$ cat src/rtl/cag_defines.svh
// constants of the circular address generator
`ifndef CAG_DEFINES_SVH
`define CAG_DEFINES_SVH

// ==========================================
// register offsets
`define CAG_MODE_REG_OFS 8'h00
`define CAG_EADDR_OFS 8'h04
`define CAG_COUNT_OFS 8'h08
`define CAG_ILLEGAL_OFS 8'h0c
`define CAG_RESULT_OFS 8'h10

// ==========================================
// addressing mode register layout
`define CAG_MODE_REG_RST 32'h0000_0000
`define CAG_SIZE_FIRST_LSB 16
`define CAG_SIZE_SECOND_LSB 21
`define CAG_BK_W 5
`define CAG_MODE_W 2
`define CAG_MODE_LINEAR 2'h0
`define CAG_MODE_FIRST 2'h1
`define CAG_MODE_SECOND 2'h2
`define CAG_MODE_REG_TEST 32'h0004_0001

// ==========================================
// register numbers and shifts
`define CAG_CIRC_GROUP 3'h1
`define CAG_PAGE_LOW 5'h0e
`define CAG_PAGE_HIGH 5'h0f
`define CAG_SHIFT_WORD 2'h2
`define CAG_SHIFT_HALF 2'h1
`define CAG_SHIFT_BYTE 2'h0
`define CAG_COUNT_RST 16'h0000

`endif

$ cat src/rtl/cag_pkg.sv
// types of the circular address generator
package cag_pkg;

    // ==========================================
    // operation codes
    typedef enum logic [3:0] {
        CAG_K_LOAD = 4'h1,
        CAG_K_STORE = 4'h2,
        CAG_K_ADDA = 4'h4,
        CAG_K_SUBA = 4'h8
    } cag_kind_e;

    typedef enum logic [2:0] {
        CAG_SZ_BYTE = 3'h1,
        CAG_SZ_HALF = 3'h2,
        CAG_SZ_WORD = 3'h4
    } cag_size_e;

    typedef enum logic [2:0] {
        CAG_OFF_REG = 3'h1,
        CAG_OFF_U5 = 3'h2,
        CAG_OFF_U15 = 3'h4
    } cag_off_e;

    typedef enum logic [2:0] {
        CAG_FORM_NONE = 3'h1,
        CAG_FORM_PRE = 3'h2,
        CAG_FORM_POST = 3'h4
    } cag_form_e;

    // ==========================================
    // decoded request and registered answer
    typedef struct packed {
        logic valid;
        cag_kind_e kind;
        cag_size_e size;
        logic sideB;
        logic [4:0] baseIdx;
        cag_off_e offSel;
        cag_form_e form;
        logic decrement;
        logic [31:0] baseOperand;
        logic [31:0] indexOperand;
    } cag_req_s;

    typedef struct packed {
        logic memValid;
        logic memWrite;
        logic [31:0] memAddr;
        logic baseWbValid;
        logic baseWbSideB;
        logic [4:0] baseWbIdx;
        logic [31:0] baseWbVal;
        logic dstValid;
        logic [31:0] dstVal;
        logic illegal;
    } cag_rsp_s;

    typedef struct packed {
        logic [31:0] addrModeReg;
        logic [31:0] lastEaddr;
        logic [31:0] lastResult;
        logic [15:0] memCount;
        logic [15:0] arithCount;
        logic [15:0] illegalCount;
        logic [31:0] regRdata;
        cag_rsp_s rsp;
    } cag_state_s;

endpackage

$ cat src/rtl/cag_circ_add.sv
// add/subtract with carry blocked above bit n
`timescale 1ns/1ps
`default_nettype none
module cag_circ_add #(
    parameter int WIDTH = 32
) (
    input wire logic [WIDTH-1:0] base,
    input wire logic [WIDTH-1:0] offset,
    input wire logic subtract,
    input wire logic circular,
    input wire logic [4:0] blockN,
    output logic [WIDTH-1:0] result
);
    logic [WIDTH-1:0] raw;
    logic [WIDTH-1:0] keepLow;

    // ==========================================
    // in circular mode bits up to n follow the sum, the rest hold
    genvar i;
    generate
        for (i = 0; i < WIDTH; i++) begin : g_mask
            assign keepLow[i] = !circular || (5'(i) <= blockN);
        end
    endgenerate

    assign raw = subtract ? base - offset : base + offset;
    // masking keeps base bits above n in place of the sum, giving the modulo wrap
    assign result = (base & ~keepLow) | (raw & keepLow);
endmodule
`default_nettype wire

$ cat src/rtl/cag_scale.sv
// offset scaler by access size
`timescale 1ns/1ps
`default_nettype none
`include "cag_defines.svh"
module cag_scale
    import cag_pkg::*;
(
    input wire logic [31:0] offsetIn,
    input wire cag_size_e size,
    output logic [31:0] offsetOut
);
    always_comb begin
        unique case (size)
            CAG_SZ_WORD: offsetOut = offsetIn << `CAG_SHIFT_WORD;
            CAG_SZ_HALF: offsetOut = offsetIn << `CAG_SHIFT_HALF;
            CAG_SZ_BYTE: offsetOut = offsetIn << `CAG_SHIFT_BYTE;
            default: offsetOut = offsetIn;
        endcase
    end
endmodule
`default_nettype wire

$ cat src/rtl/cag_top.sv
// address generation datapath with register port
//
// Implementation choices: the register offsets and strobed register access.
`timescale 1ns/1ps
`default_nettype none
`include "cag_defines.svh"
module cag_top
    import cag_pkg::*;
#(
    parameter int ADDR_W = 8
) (
    input wire logic ref_clk,
    input wire logic reset_n,
    input wire logic [ADDR_W-1:0] regAddr,
    input wire logic [31:0] regWdata,
    input wire logic regWrite,
    input wire logic regRead,
    output logic [31:0] regRdata,
    input wire cag_req_s req,
    output cag_rsp_s rsp
);
    cag_state_s st_reg;
    cag_state_s st_next;

    logic isLdSt;
    logic isArith;
    logic kindOk;
    logic circCapable;
    logic [3:0] modeLsb;
    logic [1:0] modeSel;
    logic [4:0] blockN;
    logic circular;
    logic [31:0] offsetSized;
    logic [31:0] offsetScaled;
    logic subtract;
    logic [31:0] newValue;
    logic illegal;
    logic pageBase;

    // ==========================================
    // operation decode
    always_comb begin
        isLdSt = 1'b0;
        isArith = 1'b0;
        kindOk = 1'b1;
        unique case (req.kind)
            CAG_K_LOAD: isLdSt = 1'b1;
            CAG_K_STORE: isLdSt = 1'b1;
            CAG_K_ADDA: isArith = 1'b1;
            CAG_K_SUBA: isArith = 1'b1;
            default: kindOk = 1'b0;
        endcase
    end

    // ==========================================
    // mode select from the addressing mode register
    assign circCapable = (req.baseIdx[4:2] == `CAG_CIRC_GROUP);
    assign modeLsb = {req.sideB, req.baseIdx[1:0], 1'b0};
    assign modeSel = st_reg.addrModeReg[modeLsb +: `CAG_MODE_W];

    always_comb begin
        unique case (modeSel)
            `CAG_MODE_FIRST: blockN = st_reg.addrModeReg[`CAG_SIZE_FIRST_LSB +: `CAG_BK_W];
            `CAG_MODE_SECOND: blockN = st_reg.addrModeReg[`CAG_SIZE_SECOND_LSB +: `CAG_BK_W];
            default: blockN = 5'h1f;
        endcase
    end

    // reserved mode code falls back to linear
    assign circular = circCapable && (isLdSt || isArith) &&
                      ((modeSel == `CAG_MODE_FIRST) || (modeSel == `CAG_MODE_SECOND));

    // ==========================================
    // offset selection and scaling
    always_comb begin
        unique case (req.offSel)
            CAG_OFF_REG: offsetSized = req.indexOperand;
            CAG_OFF_U5: offsetSized = {27'h0, req.indexOperand[4:0]};
            CAG_OFF_U15: offsetSized = {17'h0, req.indexOperand[14:0]};
            default: offsetSized = 32'h0;
        endcase
    end

    cag_scale u_scale (
        .offsetIn(offsetSized),
        .size(req.size),
        .offsetOut(offsetScaled)
    );

    assign subtract = (req.kind == CAG_K_SUBA) || (isLdSt && req.decrement);

    cag_circ_add #(
        .WIDTH(32)
    ) u_add (
        .base(req.baseOperand),
        .offset(offsetScaled),
        .subtract(subtract),
        .circular(circular),
        .blockN(blockN),
        .result(newValue)
    );

    // ==========================================
    // illegal combinations
    assign pageBase = req.sideB &&
                      ((req.baseIdx == `CAG_PAGE_LOW) || (req.baseIdx == `CAG_PAGE_HIGH));
    always_comb begin
        illegal = !kindOk;
        if (req.offSel == CAG_OFF_U15) begin
            if (!pageBase || isArith || req.decrement || (req.form != CAG_FORM_NONE)) begin
                illegal = 1'b1;
            end
        end
        if (isLdSt && !(req.form inside {CAG_FORM_NONE, CAG_FORM_PRE, CAG_FORM_POST})) begin
            illegal = 1'b1;
        end
        if (!(req.offSel inside {CAG_OFF_REG, CAG_OFF_U5, CAG_OFF_U15})) begin
            illegal = 1'b1;
        end
        if (!(req.size inside {CAG_SZ_BYTE, CAG_SZ_HALF, CAG_SZ_WORD})) begin
            illegal = 1'b1;
        end
    end

    // ==========================================
    // next state
    always_comb begin
        st_next = st_reg;
        st_next.rsp.memValid = 1'b0;
        st_next.rsp.memWrite = 1'b0;
        st_next.rsp.baseWbValid = 1'b0;
        st_next.rsp.dstValid = 1'b0;
        st_next.rsp.illegal = 1'b0;
        st_next.regRdata = 32'h0;

        // register writes
        if (regWrite) begin
            if (regAddr == ADDR_W'(`CAG_MODE_REG_OFS)) begin
                st_next.addrModeReg = regWdata;
            end
            if (regAddr == ADDR_W'(`CAG_COUNT_OFS)) begin
                st_next.memCount = `CAG_COUNT_RST;
                st_next.arithCount = `CAG_COUNT_RST;
            end
            if (regAddr == ADDR_W'(`CAG_ILLEGAL_OFS)) begin
                st_next.illegalCount = `CAG_COUNT_RST;
            end
        end

        // register reads, unmapped reads as zero
        if (regRead) begin
            if (regAddr == ADDR_W'(`CAG_MODE_REG_OFS)) begin
                st_next.regRdata = st_reg.addrModeReg;
            end else if (regAddr == ADDR_W'(`CAG_EADDR_OFS)) begin
                st_next.regRdata = st_reg.lastEaddr;
            end else if (regAddr == ADDR_W'(`CAG_COUNT_OFS)) begin
                st_next.regRdata = {st_reg.arithCount, st_reg.memCount};
            end else if (regAddr == ADDR_W'(`CAG_ILLEGAL_OFS)) begin
                st_next.regRdata = {16'h0, st_reg.illegalCount};
            end else if (regAddr == ADDR_W'(`CAG_RESULT_OFS)) begin
                st_next.regRdata = st_reg.lastResult;
            end
        end

        // datapath; counts after a clear so the event wins
        if (req.valid) begin
            if (illegal) begin
                st_next.rsp.illegal = 1'b1;
                st_next.illegalCount = st_next.illegalCount + 16'h1;
            end else if (isLdSt) begin
                st_next.rsp.memValid = 1'b1;
                st_next.rsp.memWrite = (req.kind == CAG_K_STORE);
                st_next.memCount = st_next.memCount + 16'h1;
                unique case (req.form)
                    CAG_FORM_POST: begin
                        st_next.rsp.memAddr = req.baseOperand;
                        st_next.rsp.baseWbValid = 1'b1;
                    end
                    CAG_FORM_PRE: begin
                        st_next.rsp.memAddr = newValue;
                        st_next.rsp.baseWbValid = 1'b1;
                    end
                    default: begin
                        st_next.rsp.memAddr = newValue;
                    end
                endcase
                st_next.rsp.baseWbSideB = req.sideB;
                st_next.rsp.baseWbIdx = req.baseIdx;
                st_next.rsp.baseWbVal = newValue;
                st_next.lastEaddr = st_next.rsp.memAddr;
            end else begin
                st_next.rsp.dstValid = 1'b1;
                st_next.rsp.dstVal = newValue;
                st_next.arithCount = st_next.arithCount + 16'h1;
                st_next.lastResult = newValue;
            end
        end
    end

    // ==========================================
    // state register
    always_ff @(posedge ref_clk or negedge reset_n) begin
        if (!reset_n) begin
            st_reg <= '0;
            st_reg.addrModeReg <= `CAG_MODE_REG_RST;
        end else begin
            st_reg <= st_next;
        end
    end

    assign regRdata = st_reg.regRdata;
    assign rsp = st_reg.rsp;
endmodule
`default_nettype wire

$ cat config.mk
export PLATFORM = sky130hd
export DESIGN_NAME = cag_top
export DESIGN_NICKNAME = d
export VERILOG_FILES = /design/src/rtl/cag_pkg.sv /design/src/rtl/cag_circ_add.sv /design/src/rtl/cag_scale.sv /design/src/rtl/cag_top.sv
export VERILOG_INCLUDE_DIRS = /design/src /design/src/rtl
export SDC_FILE = /design/constraint.sdc
export NUM_CORES = 1
export LEC_CHECK = 0
export BUFFER_PORTS_ARGS = -buffer_cell sky130_fd_sc_hd__buf_2
export CAP_MARGIN = 20
export CORE_MARGIN = 1
export CORE_UTILIZATION = 55
export CTS_BUF_LIST = sky130_fd_sc_hd__clkbuf_8
export DETAILED_ROUTE_END_ITERATION = 10
export GPL_ROUTABILITY_DRIVEN = 0
export MAX_ROUTING_LAYER = met4
export PLACE_DENSITY = 0.79
export SETUP_SLACK_MARGIN = 0.1
export SLEW_MARGIN = 5
export SYNTH_ARGS = -nofsm -noshare
export SYNTH_HDL_FRONTEND = slang
export SYNTH_HIERARCHICAL = 1
export SYNTH_SLANG_ARGS = --single-unit
export TNS_END_PERCENT = 100
$ cat constraint.sdc
create_clock -name ref_clk -period 5.6 [get_ports ref_clk]
set_input_delay 1.12 -clock ref_clk [delete_from_list [all_inputs] [get_ports ref_clk]]
set_output_delay 1.12 -clock ref_clk [all_outputs]
set_load 0.005 [all_outputs]
Word level (Yosys, flattened, before mapping):

Cells that the tools add are included.

* bitwise gates (word level): 6
* reduce and logical (&&, ||, !) cells: 59
* $add $sub $neg: 5
* $lt $le $gt $ge: 32
* equality and inequality tests: 23
* shift-type cells: 1
* multiplexer cells: 33

Operator list (number)
* $mux 32: 10
* $mux 107: 1
* $mux 106: 1
* $mux 48: 2
* $pmux 32 s3: 1
* $le 5x5->1 const A: 16
* $mux 73: 1
* $and 32x32->32: 2
* $mux 16: 4
* $pmux 32 s2: 1
* $add 16x1->16 const B: 3
* $le 4x5->1 const A: 8
* $logic_or 1x1->1: 39
* $mux 33: 1
* $add 32x32->32: 1
* $not 32->32: 1
* $or 32x32->32: 1
* $shiftx 32x5->2: 1
* $sub 32x32->32: 1
* $le 3x5->1 const A: 4
* $eq 8x4->1 const B: 2
* $eq 3x1->1 const B: 4
* $eq 5x4->1 const B: 2
* $le 1x5->1 const A: 2
* 23 further kinds: 50

* flip-flop bits (word level): 219
* output and inout port bits: 139
* input bits: 129

Depth between registers and ports, before layout:

Gate-level depths: netlist of the first run.

* depth after elaboration: 15
* depth in mapped cells: 27
* depth with buffers taken out: 26

By module:

The synthesis of the first run kept the hierarchy.

By module, submodules not included
* cag_top: cells an instance 1176, seq. area each 5480.3 um2, times used 1, area each 11592.4 um2
* cag_circ_add: cells an instance 451, seq. area each 0.0 um2, times used 1, area each 2926.6 um2
* cag_scale: cells an instance 83, seq. area each 0.0 um2, times used 1, area each 659.4 um2

Worst setup path after synthesis of the first run:

Ideal clock, no wire load.

* path kind: input port to flip-flop
* from: input port req[70] in the netlist's numbering
* to: register st_reg (netlist bit rsp[29])
* slack: -0.009 ns
* buffers on the path: 1
* stages on the path: 23
* required time: 5.475 ns
* arrival time: 5.485 ns
* setup time: 0.125 ns
* path through: buf_2 xor2_1 o21a_1 and2_1 a22oi_1 o2bb2ai_1 or4_4 nor3_1 nand2_1 nor2_1 a21oi_1 xnor2_1 ha_1 a21o_1 a21oi_1 o21ai_0 a21o_1 a21oi_1 o21ai_0 a31o_2 xor2_1 mux2_2 mux2_2

* longest elaborated chain between the ends: 7

RTL lines
* from (decl): line cag_top.sv:19 `input wire cag_req_s req,`
* $eq 3x3->1 (tied with other cells): line cag_top.sv:76 `unique case (req.offSel)`
* $pmux 32 s3 (*): line cag_top.sv:76
* named net offsetSized[4]: line cag_top.sv:33 `logic [31:0] offsetSized;`
* $pmux 32 s2 (*): line cag_scale.sv:13 `unique case (size)`
* named net offsetScaled[6]: line cag_top.sv:34 `logic [31:0] offsetScaled;`
* $add 32x32->32 or $sub 32x32->32 (tied branches): line cag_circ_add.sv:26 `assign raw = subtract ? base - offset : base + offset;`
* $mux 32 (*): line cag_circ_add.sv:26
* $and 32x32->32 (*): line cag_circ_add.sv:28 `assign result = (base & ~keepLow) | (raw & keepLow);`
* $or 32x32->32 (*): line cag_circ_add.sv:28
* named net newValue[28]: line cag_top.sv:36 `logic [31:0] newValue;`
* to (signal assigned): line cag_top.sv:207 `st_reg <= st_next;`
* to (decl): line cag_top.sv:22 `cag_state_s st_reg;`

Mark *: on every way through the listed nets, which the timed path passes. The rest lies on a longest branch.
A chain may end at the register's enable or synchronous reset.

Worst setup path in the final report of the first run:

* from: input port req[70] in the netlist's numbering
* to: register st_reg (netlist bit rsp[103])

* longest elaborated chain between the ends: 8

RTL lines
* $eq 3x3->1 (tied with other cells): line cag_top.sv:76
* $pmux 32 s3 (*): line cag_top.sv:76
* named net offsetSized[3]: line cag_top.sv:33
* $pmux 32 s2 (*): line cag_scale.sv:13
* named net offsetScaled[5]: line cag_top.sv:34
* $add 32x32->32 or $sub 32x32->32 (tied branches): line cag_circ_add.sv:26
* $mux 32 (*): line cag_circ_add.sv:26
* $and 32x32->32 (*): line cag_circ_add.sv:28
* $or 32x32->32 (*): line cag_circ_add.sv:28
* named net newValue[30]: line cag_top.sv:36
* $mux 32 (*): line cag_top.sv:174 `unique case (req.form)`

Marked as above.

==> summary.md, run 1 <==
| Metric | Value |
|---|---|
| Placed instance area | 16200 um2 |
| Core footprint | 27000 um2 |
| Sequential cell area fraction in the yosys report | 36.1% |
| Max Transition Viols Final | 0 |
| Worst Path Arrival | 5780 ps |
| Number of enable flip-flop cells after synthesis | 0 |
| Depth of the worst register-to-register path | 11 |
| Deepest level of the CTS H-tree | 2 |
| Most numerous cell in the Yosys netlist | sky130_fd_sc_hd__nand2_1 |
| Number of hold violations in the final report | 0 |
| Result of the run | complete, no violations |
| Number of instances in the synthesized netlist | 1710 |
| Clock Pin Slew Worst Setup and Hold Paths | 60 ps |
| Flip-flop count of the largest register, all copies and words added | 107 |
| Minimum clock period | 5320 ps |
| Most used flip-flop cell after synthesis | sky130_fd_sc_hd__dfrtp_1 |
| PD cells | 302 nW/um2 |
| CP Cell Sequence | buf_2 > xor2_1 > o21a_1 > and2_4 > a22oi_1 > o2bb2ai_1 > or4_4 > nor4_4 > and3b_2 > buf_4 > buf_4 > a21oi_1 > xnor2_1 > ha_1 > a21o_1 > a31oi_1 > o21ai_0 > a21oi_1 > o21ai_1 > o221ai_1 > xor2_1 > a21oi_2 > mux2i_1 > o21ai_0 |
| Die area | 28300 um2 |
| Timing endpoint of the critical path | rsp[103] |
| Number of clock buffers inserted by TritonCTS | 37 |
| # clock sinks | 219 |
| Count of unresolved DRC violations after routing | 0 |
| Number of synthesized register bits | 219 |
| Overall power after layout | 5.17 mW |
| FP Rows | 60 |
| Sum of routed wire length over all layers | 46.2 mm |
| Final hold slack | 461 ps |
| Synth warnings | 6 |
| Max rail drop VDD | 0.000130 V |
| Final setup TNS | 0 ps |
| Worst Setup Slack, final | 277 ps |
| Post-CTS Hold Buffers | 0 |
| Share of the clock period used by the worst path after layout | 95.1% |
| Die H | 168 um |
| Detailed-route via count | 13787 |
| Final setup skew | 15.0 ps |
| Share of flip-flops with an asynchronous set or reset | 100% |
| Setup crit start | req[70] |
| Maximum buffer depth of the clock tree | 3 |
| Root buffer selected by CTS | sky130_fd_sc_hd__clkbuf_8 |
| Wire length of the first global-routing pass | 71.2 mm |
| HPWL reported at the end of detailed placement | 34.7 mm |
| Number of violations reported at the end of detailed-routing iteration 0 | 1536 |
| Critical Path Source Type | input pin |
| Total routing usage reported by global routing | 33.2% |
| Fraction of layout cells with a size suffix above 1 | 29.0% |
| Synth Net Count | 1877 |
| End-of-flow core utilization | 63.3% |
| Total standard cell area after synthesis | 15200 um2 |
| Layout Nets | 2040 |
| I/O pin count | 268 |
| Maximum frequency from static timing analysis | 0.188 GHz |
| Number of iterations in the first detailed-routing pass | 8 |
| Transition at the pin with the smallest max-transition slack | 1120 ps |
| Non-Filler Instances | 2240 |
| DRT antenna net count | 0 |
| Destination of the worst register-to-register timing path | rsp[76] |
| Detailed-route wire length per cell | 20.6 um |
| Setup repair after global routing missed its margin | no |
| Maximum number of pins on one net before global-route repair | 121 |
| Most numerous cell types in the synthesized netlist | sky130_fd_sc_hd__nand2_1, sky130_fd_sc_hd__dfrtp_1, sky130_fd_sc_hd__buf_4 |
| Kind of end point of the critical path | register |
| Critical path peak fanout | 5 |
| Insertion delay of the later-clocked pin in the worst-skew pair | 540 ps |
| Cell at the slowest stage of the critical path | sky130_fd_sc_hd__or4_4 |
| Hold wc startpoint | rsp[43] |
| Synthesized area per cell | 8.88 um2 |
| TritonCTS clock tree | done |
| Port Buffer Count | 267 |
| Area fraction of the dominant cell type after synthesis | 36.1% |
| Effective utilization at floorplan | 56.2% |
| Slew HR | 25.1% |
| Via count of the first global-routing pass | 13114 |
| Number of vias per cell | 6.15 |
| Most area-hungry cell type in the Yosys netlist | sky130_fd_sc_hd__dfrtp_1 |
| WP data required | 6050 ps |
| Library cells used by synthesis | 82 |
| Worst path max stage delay | 540 ps |
| Number of antenna violations at the first check in global routing | 0 |
| Type of the worst min-delay path | register to register |
| Category of the critical setup timing path | input pin to register |
| GRT Residual Overflow | 0 |
| Synth-to-Final Area Change | 12.7% |
| Setup slack of the worst register-to-register path | 1450 ps |
| Number of placed instances, taps included | 2170 |
| Max Cap Viol | 0 |
| Horizontal die dimension | 168 um |
| Total leakage power | 8.36 nW |
| Antenna cells | 0 |
| Most area-consuming cells after synthesis | sky130_fd_sc_hd__dfrtp_1, sky130_fd_sc_hd__buf_4, sky130_fd_sc_hd__nand2_1, sky130_fd_sc_hd__mux2_2, sky130_fd_sc_hd__xnor2_1 |
| # setup viols final | 0 |
| Post-Place Worst Slack | -197 ps |
| Post-route design area | 17100 um2 |
| Worst R2R Start | st_reg[266] |
-- cell usage in the layout (no fill, tap or decap), types with 37 or more instances in the layout --
master and n:
sky130_fd_sc_hd__inv_1 42, sky130_fd_sc_hd__buf_2 266, sky130_fd_sc_hd__xnor2_1 72, sky130_fd_sc_hd__and2_1 40, sky130_fd_sc_hd__buf_4 83, sky130_fd_sc_hd__nor2_1 96, sky130_fd_sc_hd__mux2_2 73, sky130_fd_sc_hd__ha_1 37
sky130_fd_sc_hd__a21oi_1 105, sky130_fd_sc_hd__dfrtp_1 219, sky130_fd_sc_hd__mux2i_1 43, sky130_fd_sc_hd__clkbuf_8 49, sky130_fd_sc_hd__o21ai_0 91, sky130_fd_sc_hd__nand2_1 235
-- layer usage --
layer / routed length (um) / vias to the layer above / global-route usage, %
met5: 0 / - / -
met3: 4710 / 161 / 6.44
met1: 18700 / 6524 / 43.0
met2: 20700 / 856 / 50.3
li1: - / 6246 / -
met4: 2090 / 0 / 15.3
-- critical path: cells and delay by family --
| kind | cells | cell delay [ps] |
|---|---|---|
| and+or+nand+nor | 4 | 1310 |
| buffers and inverters | 3 | 350 |
| xor gates and xnor gates | 3 | 400 |
| AOI/OAI and AO/OA | 12 | 2130 |
| muxes | 1 | 120 |
| adders and majority gates | 1 | 340 |
-- cell families after synthesis --
group,after synthesis,synth area share (%)
flops,219,36.1
buf+inv,267,10.5
simple gates,556,17.6
mux,121,8.92
fa+ha+maj,38,3.18
xor+xnor,96,5.64
compound gates,413,18.0
-- what timing repair did --
item,4_1_cts,5_1_grt
resized for setup,0,20
buffers inserted,0,4
setup endpoints to repair,0,25
-- worst min-delay path by stage --
| stage | end | cells after the start |
|---|---|---|
| after global placement | rsp[70] | 2 |
| after floorplan | rsp[34] | 2 |
| after CTS | rsp[43] | 2 |
| after detailed placement | rsp[51] | 2 |
| after global routing | rsp[71] | 2 |
| final | rsp[43] | 2 |
-- where the power goes --
part           leakage [nW]  switching [mW]  internal (mW)  total (mW)
clock                 0.415           0.671          0.787        1.46
combinational          4.97           0.922          0.758        1.68
sequential             2.98           0.248           1.79        2.03
total                  8.36            1.84           3.33        5.17
-- layout make-up --
cell class              instances  area [um2]
clock buffers                  49         674
fillers                      2254        9920
inverters                      38         143
well taps                     341         427
clock inverters                16        82.6
repair buffers                353        2040
flip-flops and latches        219        5480
multi-input cells            1224        8260
Power figures use the tool's default switching activity.
==> inputs of run 2 (changes only) <==
--- a/config.mk
+++ b/config.mk
@@ -14,8 +14,9 @@
 export DETAILED_ROUTE_END_ITERATION = 10
 export GPL_ROUTABILITY_DRIVEN = 0
 export MAX_ROUTING_LAYER = met4
-export PLACE_DENSITY = 0.79
+export PLACE_DENSITY_LB_ADDON = 0.25
 export SETUP_SLACK_MARGIN = 0.1
+export SKIP_LAST_GASP = 1
 export SLEW_MARGIN = 5
 export SYNTH_ARGS = -nofsm -noshare
 export SYNTH_HDL_FRONTEND = slang
==> summary.md, run 2 (synthesis gave the netlist of run 1 again) <==
| Metric | Value |
|---|---|
| Share of the clock period used by the worst path after layout | 95.6% |
| TritonCTS clock tree | done |
| Synth-to-Final Area Change | 13.3% |
| Die area | 28300 um2 |
| Total routing usage reported by global routing | 31.8% |
| Critical path's top delay family | simple AND/OR/NAND/NOR gates |
| GRT Residual Overflow | 0 |
| Number of inserted filler cells in the final layout | 2316 |
| Number of violations reported at the end of detailed-routing iteration 0 | 1206 |
| Count of unresolved DRC violations after routing | 0 |
| Overall power after layout | 5.18 mW |
| Max rail drop VDD | 0.000154 V |
| Critical path peak fanout | 6 |
| Effective utilization at floorplan | 56.2% |
| Port Buffer Count | 267 |
| Type of the worst min-delay path | register to register |
| Max Cap Viol | 0 |
| Maximum number of pins on one net before global-route repair | 118 |
| Number of buffer and inverter instances along the worst setup path | 4 |
| Transition at the pin with the smallest max-transition slack | 958 ps |
| Horizontal die dimension | 168 um |
| Core footprint | 27000 um2 |
| Maximum buffer depth of the clock tree | 3 |
| Non-Filler Instances | 2253 |
| Number of vias per cell | 6.00 |
| Wire length of the first global-routing pass | 68.3 mm |
| FP Rows | 60 |
| Critical Path Source Type | input pin |
| Max Transition Viols Final | 0 |
| Insertion delay of the later-clocked pin in the worst-skew pair | 550 ps |
| Total leakage power | 8.42 nW |
| Kind of end point of the critical path | register |
| Fraction of layout cells with a size suffix above 1 | 29.0% |
| Number of iterations in the first detailed-routing pass | 8 |
| Clock Pin Slew Worst Setup and Hold Paths | 60 ps |
| Setup repair after global routing missed its margin | yes |
| Internal cell power | 3.39 mW |
| Worst Setup Slack, final | 245 ps |
| HPWL reported at the end of detailed placement | 34.0 mm |
| Number of clock buffers inserted by TritonCTS | 37 |
| Result of the run | complete, no violations |
| Root buffer selected by CTS | sky130_fd_sc_hd__clkbuf_8 |
| Worst Path Arrival | 5750 ps |
| Net Sw Frac | 34.6% |
| Via count of the first global-routing pass | 12519 |
| Number of antenna violations at the first check in global routing | 0 |
| PD cells | 301 nW/um2 |
| Flip-flop count of the largest register, all copies and words added | 107 |
| WP data required | 6000 ps |
| Number of hold violations in the final report | 0 |
| Setup crit start | req[70] |
| Final hold slack | 464 ps |
| DRT antenna net count | 0 |
| Sum of routed wire length over all layers | 44.5 mm |
| Layout Nets | 2052 |
| Cell at the slowest stage of the critical path | sky130_fd_sc_hd__or4_4 |
| Minimum clock period | 5350 ps |
| # setup viols final | 0 |
| CP Cell Sequence | buf_2 > xor2_1 > o21a_1 > and2_1 > a22oi_1 > o2bb2ai_1 > or4_4 > nor4_4 > and3b_2 > buf_4 > a21oi_2 > xnor2_1 > ha_1 > buf_4 > nand2_1 > o21ai_0 > a311oi_1 > inv_1 > o211ai_1 > a21oi_1 > nor4_2 > nand2_1 > mux2_2 |
| Antenna cells | 0 |
| Slew HR | 36.1% |
| Worst R2R Start | st_reg[258] |
| Hold wc startpoint | rsp[59] |
| Top library cells by usage in the layout, fill and taps aside | sky130_fd_sc_hd__buf_2, sky130_fd_sc_hd__nand2_1, sky130_fd_sc_hd__dfrtp_1 |
| I/O pin count | 268 |
| Share of power burned in combinational logic | 32.1% |
| Fraction of power consumed by sequential logic | 39.1% |
| Category of the critical setup timing path | input pin to register |
| # clock sinks | 219 |
| Detailed-route via count | 13515 |
| Worst path max stage delay | 530 ps |
| Post-Place Worst Slack | -160 ps |
| Die H | 168 um |
| Most common cell after layout, fill and taps aside | sky130_fd_sc_hd__buf_2 |
| Number of placed instances, taps included | 2181 |
| Clock Power Share | 28.8% |
| Maximum frequency from static timing analysis | 0.187 GHz |
| Power spent charging and discharging nets | 1.79 mW |
| Deepest level of the CTS H-tree | 2 |
| Final setup skew | 42.5 ps |
| Detailed-route wire length per cell | 19.7 um |
-- run 2: power by group through the flow --
| stage | Combinational [mW] | Clock (mW) | Sequential [mW] |
|---|---|---|---|
| 2_1_floorplan | 1.21 | 0 | 1.92 |
| 4_1_cts | 1.62 | 1.50 | 2.01 |
| 3_3_place_gp | 1.58 | 0 | 2.04 |
| 6_report | 1.66 | 1.49 | 2.03 |
| 5_1_grt | 1.81 | 1.58 | 2.04 |
| 3_5_place_dp | 1.61 | 0 | 2.04 |
-- run 2: area by class of cell --
cell class	count	area, um2	share of cell area [%]
flip-flops and latches	219	5480	31.9
well taps	341	427	2.48
inverters	38	143	0.829
clock buffers	49	674	3.92
multi-input cells	1224	8250	48.0
clock inverters	17	106	0.618
repair buffers	365	2110	12.3
-- run 2: worst reg2reg max path: stages (launching register included) --
cell and delay [ps]:
sky130_fd_sc_hd__dfrtp_1 440, sky130_fd_sc_hd__mux4_2 500, sky130_fd_sc_hd__mux2i_1 290, sky130_fd_sc_hd__inv_1 80, sky130_fd_sc_hd__ha_1 390, sky130_fd_sc_hd__a221o_1 510, sky130_fd_sc_hd__o21ai_0 550, sky130_fd_sc_hd__o21ai_0 330
sky130_fd_sc_hd__nor2_1 160, sky130_fd_sc_hd__a21oi_1 50, sky130_fd_sc_hd__a41oi_1 190, sky130_fd_sc_hd__o21ai_0 170, sky130_fd_sc_hd__mux2_2 300
-- run 2: repair_timing --
item                       4_1_cts  5_1_grt
hold buffers                     0        0
buffers inserted                 0        5
setup endpoints to repair        0       19
gates resized for setup          0       14
-- run 2: layer usage --
metal,wire length (um),vias to the layer above,GRT usage [%]
met4,1390,0,10.1
li1,-,6254,-
met5,0,-,-
met1,18800,6485,42.2
met3,3890,95,4.80
met2,20400,681,50.4
-- run 2: stage by stage --
stage               utilization, %  setup TNS, ps  cell area (um2)
CTS                           63.2              0            17100
global route                  63.6           -116            17200
floorplan                        -              0            15200
global placement              60.3           -111            16300
detailed placement            60.3          -1320            16300
finish                        63.6              0            17200
-- run 2: worst paths after layout --
path,endpoint,slack (ps),cells past startpoint
min in group asynchronous,regRdata[1],620,1
min,rsp[59],460,2
max,rsp[32],250,23
max in group asynchronous,rsp[53],3660,2
max reg2reg,rsp[30],1530,12
min reg2reg,rsp[59],460,2
==> inputs of run 3 (changes only) <==
==> constraint.sdc (replaced) <==
create_clock -name ref_clk -period 5.6 [get_ports ref_clk]
set_input_delay 1.68 -clock ref_clk [delete_from_list [all_inputs] [get_ports ref_clk]]
set_output_delay 1.68 -clock ref_clk [all_outputs]
set_load 0.005 [all_outputs]
==> summary.md, run 3 (synthesis gave the netlist of run 1 again) <==
| Metric | Value |
|---|---|
| Result of the run | complete, but fails checks |
| Violations in the final reports | setup timing |
| Final hold slack | 462 ps |
| Layout Nets | 2154 |
| Minimum clock period | 5700 ps |
| Die area | 28300 um2 |
| Kind of end point of the critical path | register |
| PD cells | 300 nW/um2 |
| Most common cell after layout, fill and taps aside | sky130_fd_sc_hd__buf_2 |
| # setup viols final | 9 |
| Post-Place Worst Slack | -623 ps |
| Sum of routed wire length over all layers | 46.7 mm |
| Number of hold violations in the final report | 0 |
| Post-CTS Hold Buffers | 0 |
| Effective utilization at floorplan | 56.2% |
| DRT antenna net count | 0 |
| Max rail drop VDD | 0.000142 V |
| Top library cells by usage in the layout, fill and taps aside | sky130_fd_sc_hd__buf_2, sky130_fd_sc_hd__nand2_1, sky130_fd_sc_hd__dfrtp_1 |
| Horizontal die dimension | 168 um |
| Maximum number of pins on one net before global-route repair | 91 |
| Category of the critical setup timing path | input pin to register |
| Internal cell power | 3.61 mW |
| # clock sinks | 219 |
| Setup slack of the worst register-to-register path | 1710 ps |
| Power spent charging and discharging nets | 1.90 mW |
| Final setup skew | 32.8 ps |
| Via count of the first global-routing pass | 13145 |
| Number of inserted filler cells in the final layout | 2116 |
| Placed instance area | 17000 um2 |
| Number of vias per cell | 5.96 |
| Type of the worst min-delay path | register to register |
| Number of cells on the worst hold path | 2 |
| Number of clock buffers inserted by TritonCTS | 36 |
| Total leakage power | 9.04 nW |
| Number of antenna violations at the first check in global routing | 2 |
| GRT Residual Overflow | 0 |
| Critical path peak fanout | 5 |
| Fraction of layout cells with a size suffix above 1 | 35.8% |
| Overall power after layout | 5.51 mW |
| Setup repair after global routing missed its margin | yes |
| Number of iterations in the first detailed-routing pass | 5 |
| Slew HR | 35.5% |
| Number of violations reported at the end of detailed-routing iteration 0 | 1524 |
| Deepest level of the CTS H-tree | 2 |
| Insertion delay of the later-clocked pin in the worst-skew pair | 540 ps |
| Destination of the worst register-to-register timing path | rsp[30] |
| Transition at the pin with the smallest max-transition slack | 967 ps |
| Capture endpoint of the worst hold path | rsp[43] |
| Critical Path Source Type | input pin |
| Post-route design area | 18300 um2 |
| Non-Filler Instances | 2357 |
| Net Sw Frac | 34.5% |
| Share of the clock period used by the worst path after layout | 102% |
| Final setup TNS | -401 ps |
| Area used by multi-input combinational logic | 8570 um2 |
| I/O pin count | 268 |
| Synth-to-Final Area Change | 20.8% |
| Count of unresolved DRC violations after routing | 0 |
| Total routing usage reported by global routing | 33.1% |
| Max Cap Viol | 0 |
| Detailed-route via count | 14047 |
| Clock Pin Slew Worst Setup and Hold Paths | 60 ps |
| Hold wc startpoint | rsp[43] |
| Fraction of power consumed by sequential logic | 36.8% |
| Number of placed instances, taps included | 2270 |
| WP data required | 5960 ps |
| Worst R2R Start | st_reg[264] |
| Share of power burned in combinational logic | 35.6% |
| Core footprint | 27000 um2 |
| Flip-flop count of the largest register, all copies and words added | 107 |
| Max Transition Viols Final | 0 |
| Root buffer selected by CTS | sky130_fd_sc_hd__clkbuf_8 |
| TritonCTS clock tree | done |
| Clock Power Share | 27.6% |
| Worst Path Arrival | 6050 ps |
| Worst Setup Slack, final | -95.1 ps |
| Die H | 168 um |
| HPWL reported at the end of detailed placement | 35.2 mm |
| Flip-flop and latch area | 5480 um2 |
| End-of-flow core utilization | 67.9% |
| Port Buffer Count | 267 |
| FP Rows | 60 |
| Maximum buffer depth of the clock tree | 3 |
| Wire length of the first global-routing pass | 71.4 mm |
| Maximum frequency from static timing analysis | 0.176 GHz |
| Depth of the worst register-to-register path | 11 |
| Detailed-route wire length per cell | 19.8 um |
run 3: power groups by stage:
stage	sequential (mW)	clock [mW]	combinational, mW
3_3_place_gp	2.04	0	1.74
2_1_floorplan	1.92	0	1.23
3_5_place_dp	2.04	0	1.79
4_1_cts	2.01	1.54	1.82
5_1_grt	2.04	1.60	2.11
6_report	2.03	1.52	1.96
run 3: final cells by class:
cell class / instances / area share, %
Antenna cell: 2 / 0.0273
Tap cell: 341 / 2.33
Clock buffer: 45 / 3.38
Timing Repair Buffer: 468 / 15.9
Inverter: 38 / 0.778
Clock inverter: 20 / 0.907
Multi-Input combinational cell: 1224 / 46.8
Sequential cell: 219 / 29.9
run 3: critical path, stage by stage:
cell	delay, ps
sky130_fd_sc_hd__buf_8	100
sky130_fd_sc_hd__xor2_1	150
sky130_fd_sc_hd__o21a_1	230
sky130_fd_sc_hd__and2_4	170
sky130_fd_sc_hd__a22oi_2	180
sky130_fd_sc_hd__o2bb2ai_2	80
sky130_fd_sc_hd__or4_4	560
sky130_fd_sc_hd__nor4_4	320
sky130_fd_sc_hd__and3b_2	280
sky130_fd_sc_hd__a21oi_2	70
sky130_fd_sc_hd__xnor2_1	130
sky130_fd_sc_hd__ha_1	280
sky130_fd_sc_hd__a21o_1	200
sky130_fd_sc_hd__a21o_1	160
sky130_fd_sc_hd__a21o_1	180
sky130_fd_sc_hd__a21oi_2	130
sky130_fd_sc_hd__o21ai_1	70
sky130_fd_sc_hd__a21o_1	190
sky130_fd_sc_hd__a31o_2	230
sky130_fd_sc_hd__xor2_1	150
sky130_fd_sc_hd__mux2_4	280
sky130_fd_sc_hd__mux2i_1	140
sky130_fd_sc_hd__o21ai_1	80
run 3: how the worst max path moves through the flow:
stage          cells after the start        to     from
2_1_floorplan                     22   rsp[29]  req[70]
3_3_place_gp                      23   rsp[32]  req[70]
3_5_place_dp                      23   rsp[32]  req[70]
4_1_cts                           22   rsp[29]  req[69]
5_1_grt                           23  rsp[101]  req[69]
6_report                          23  rsp[101]  req[69]
run 3: routing by layer:
layer / share of wire, % / up-vias / global-route usage, %
met5: 0 / - / -
met4: 4.1 / 0 / 13.1
met3: 8.7 / 147 / 5.27
met2: 45 / 751 / 50.9
met1: 42 / 6663 / 44.0
li1: - / 6486 / -
run 3: what timing repair did:
item | CTS | global route
pin swaps | 26 | 48
gates cloned | 0 | 0
buffers inserted | 8 | 12
resized for setup | 31 | 68
setup endpoints to repair | 22 | 51
endpoints found under the hold margin | 0 | 0
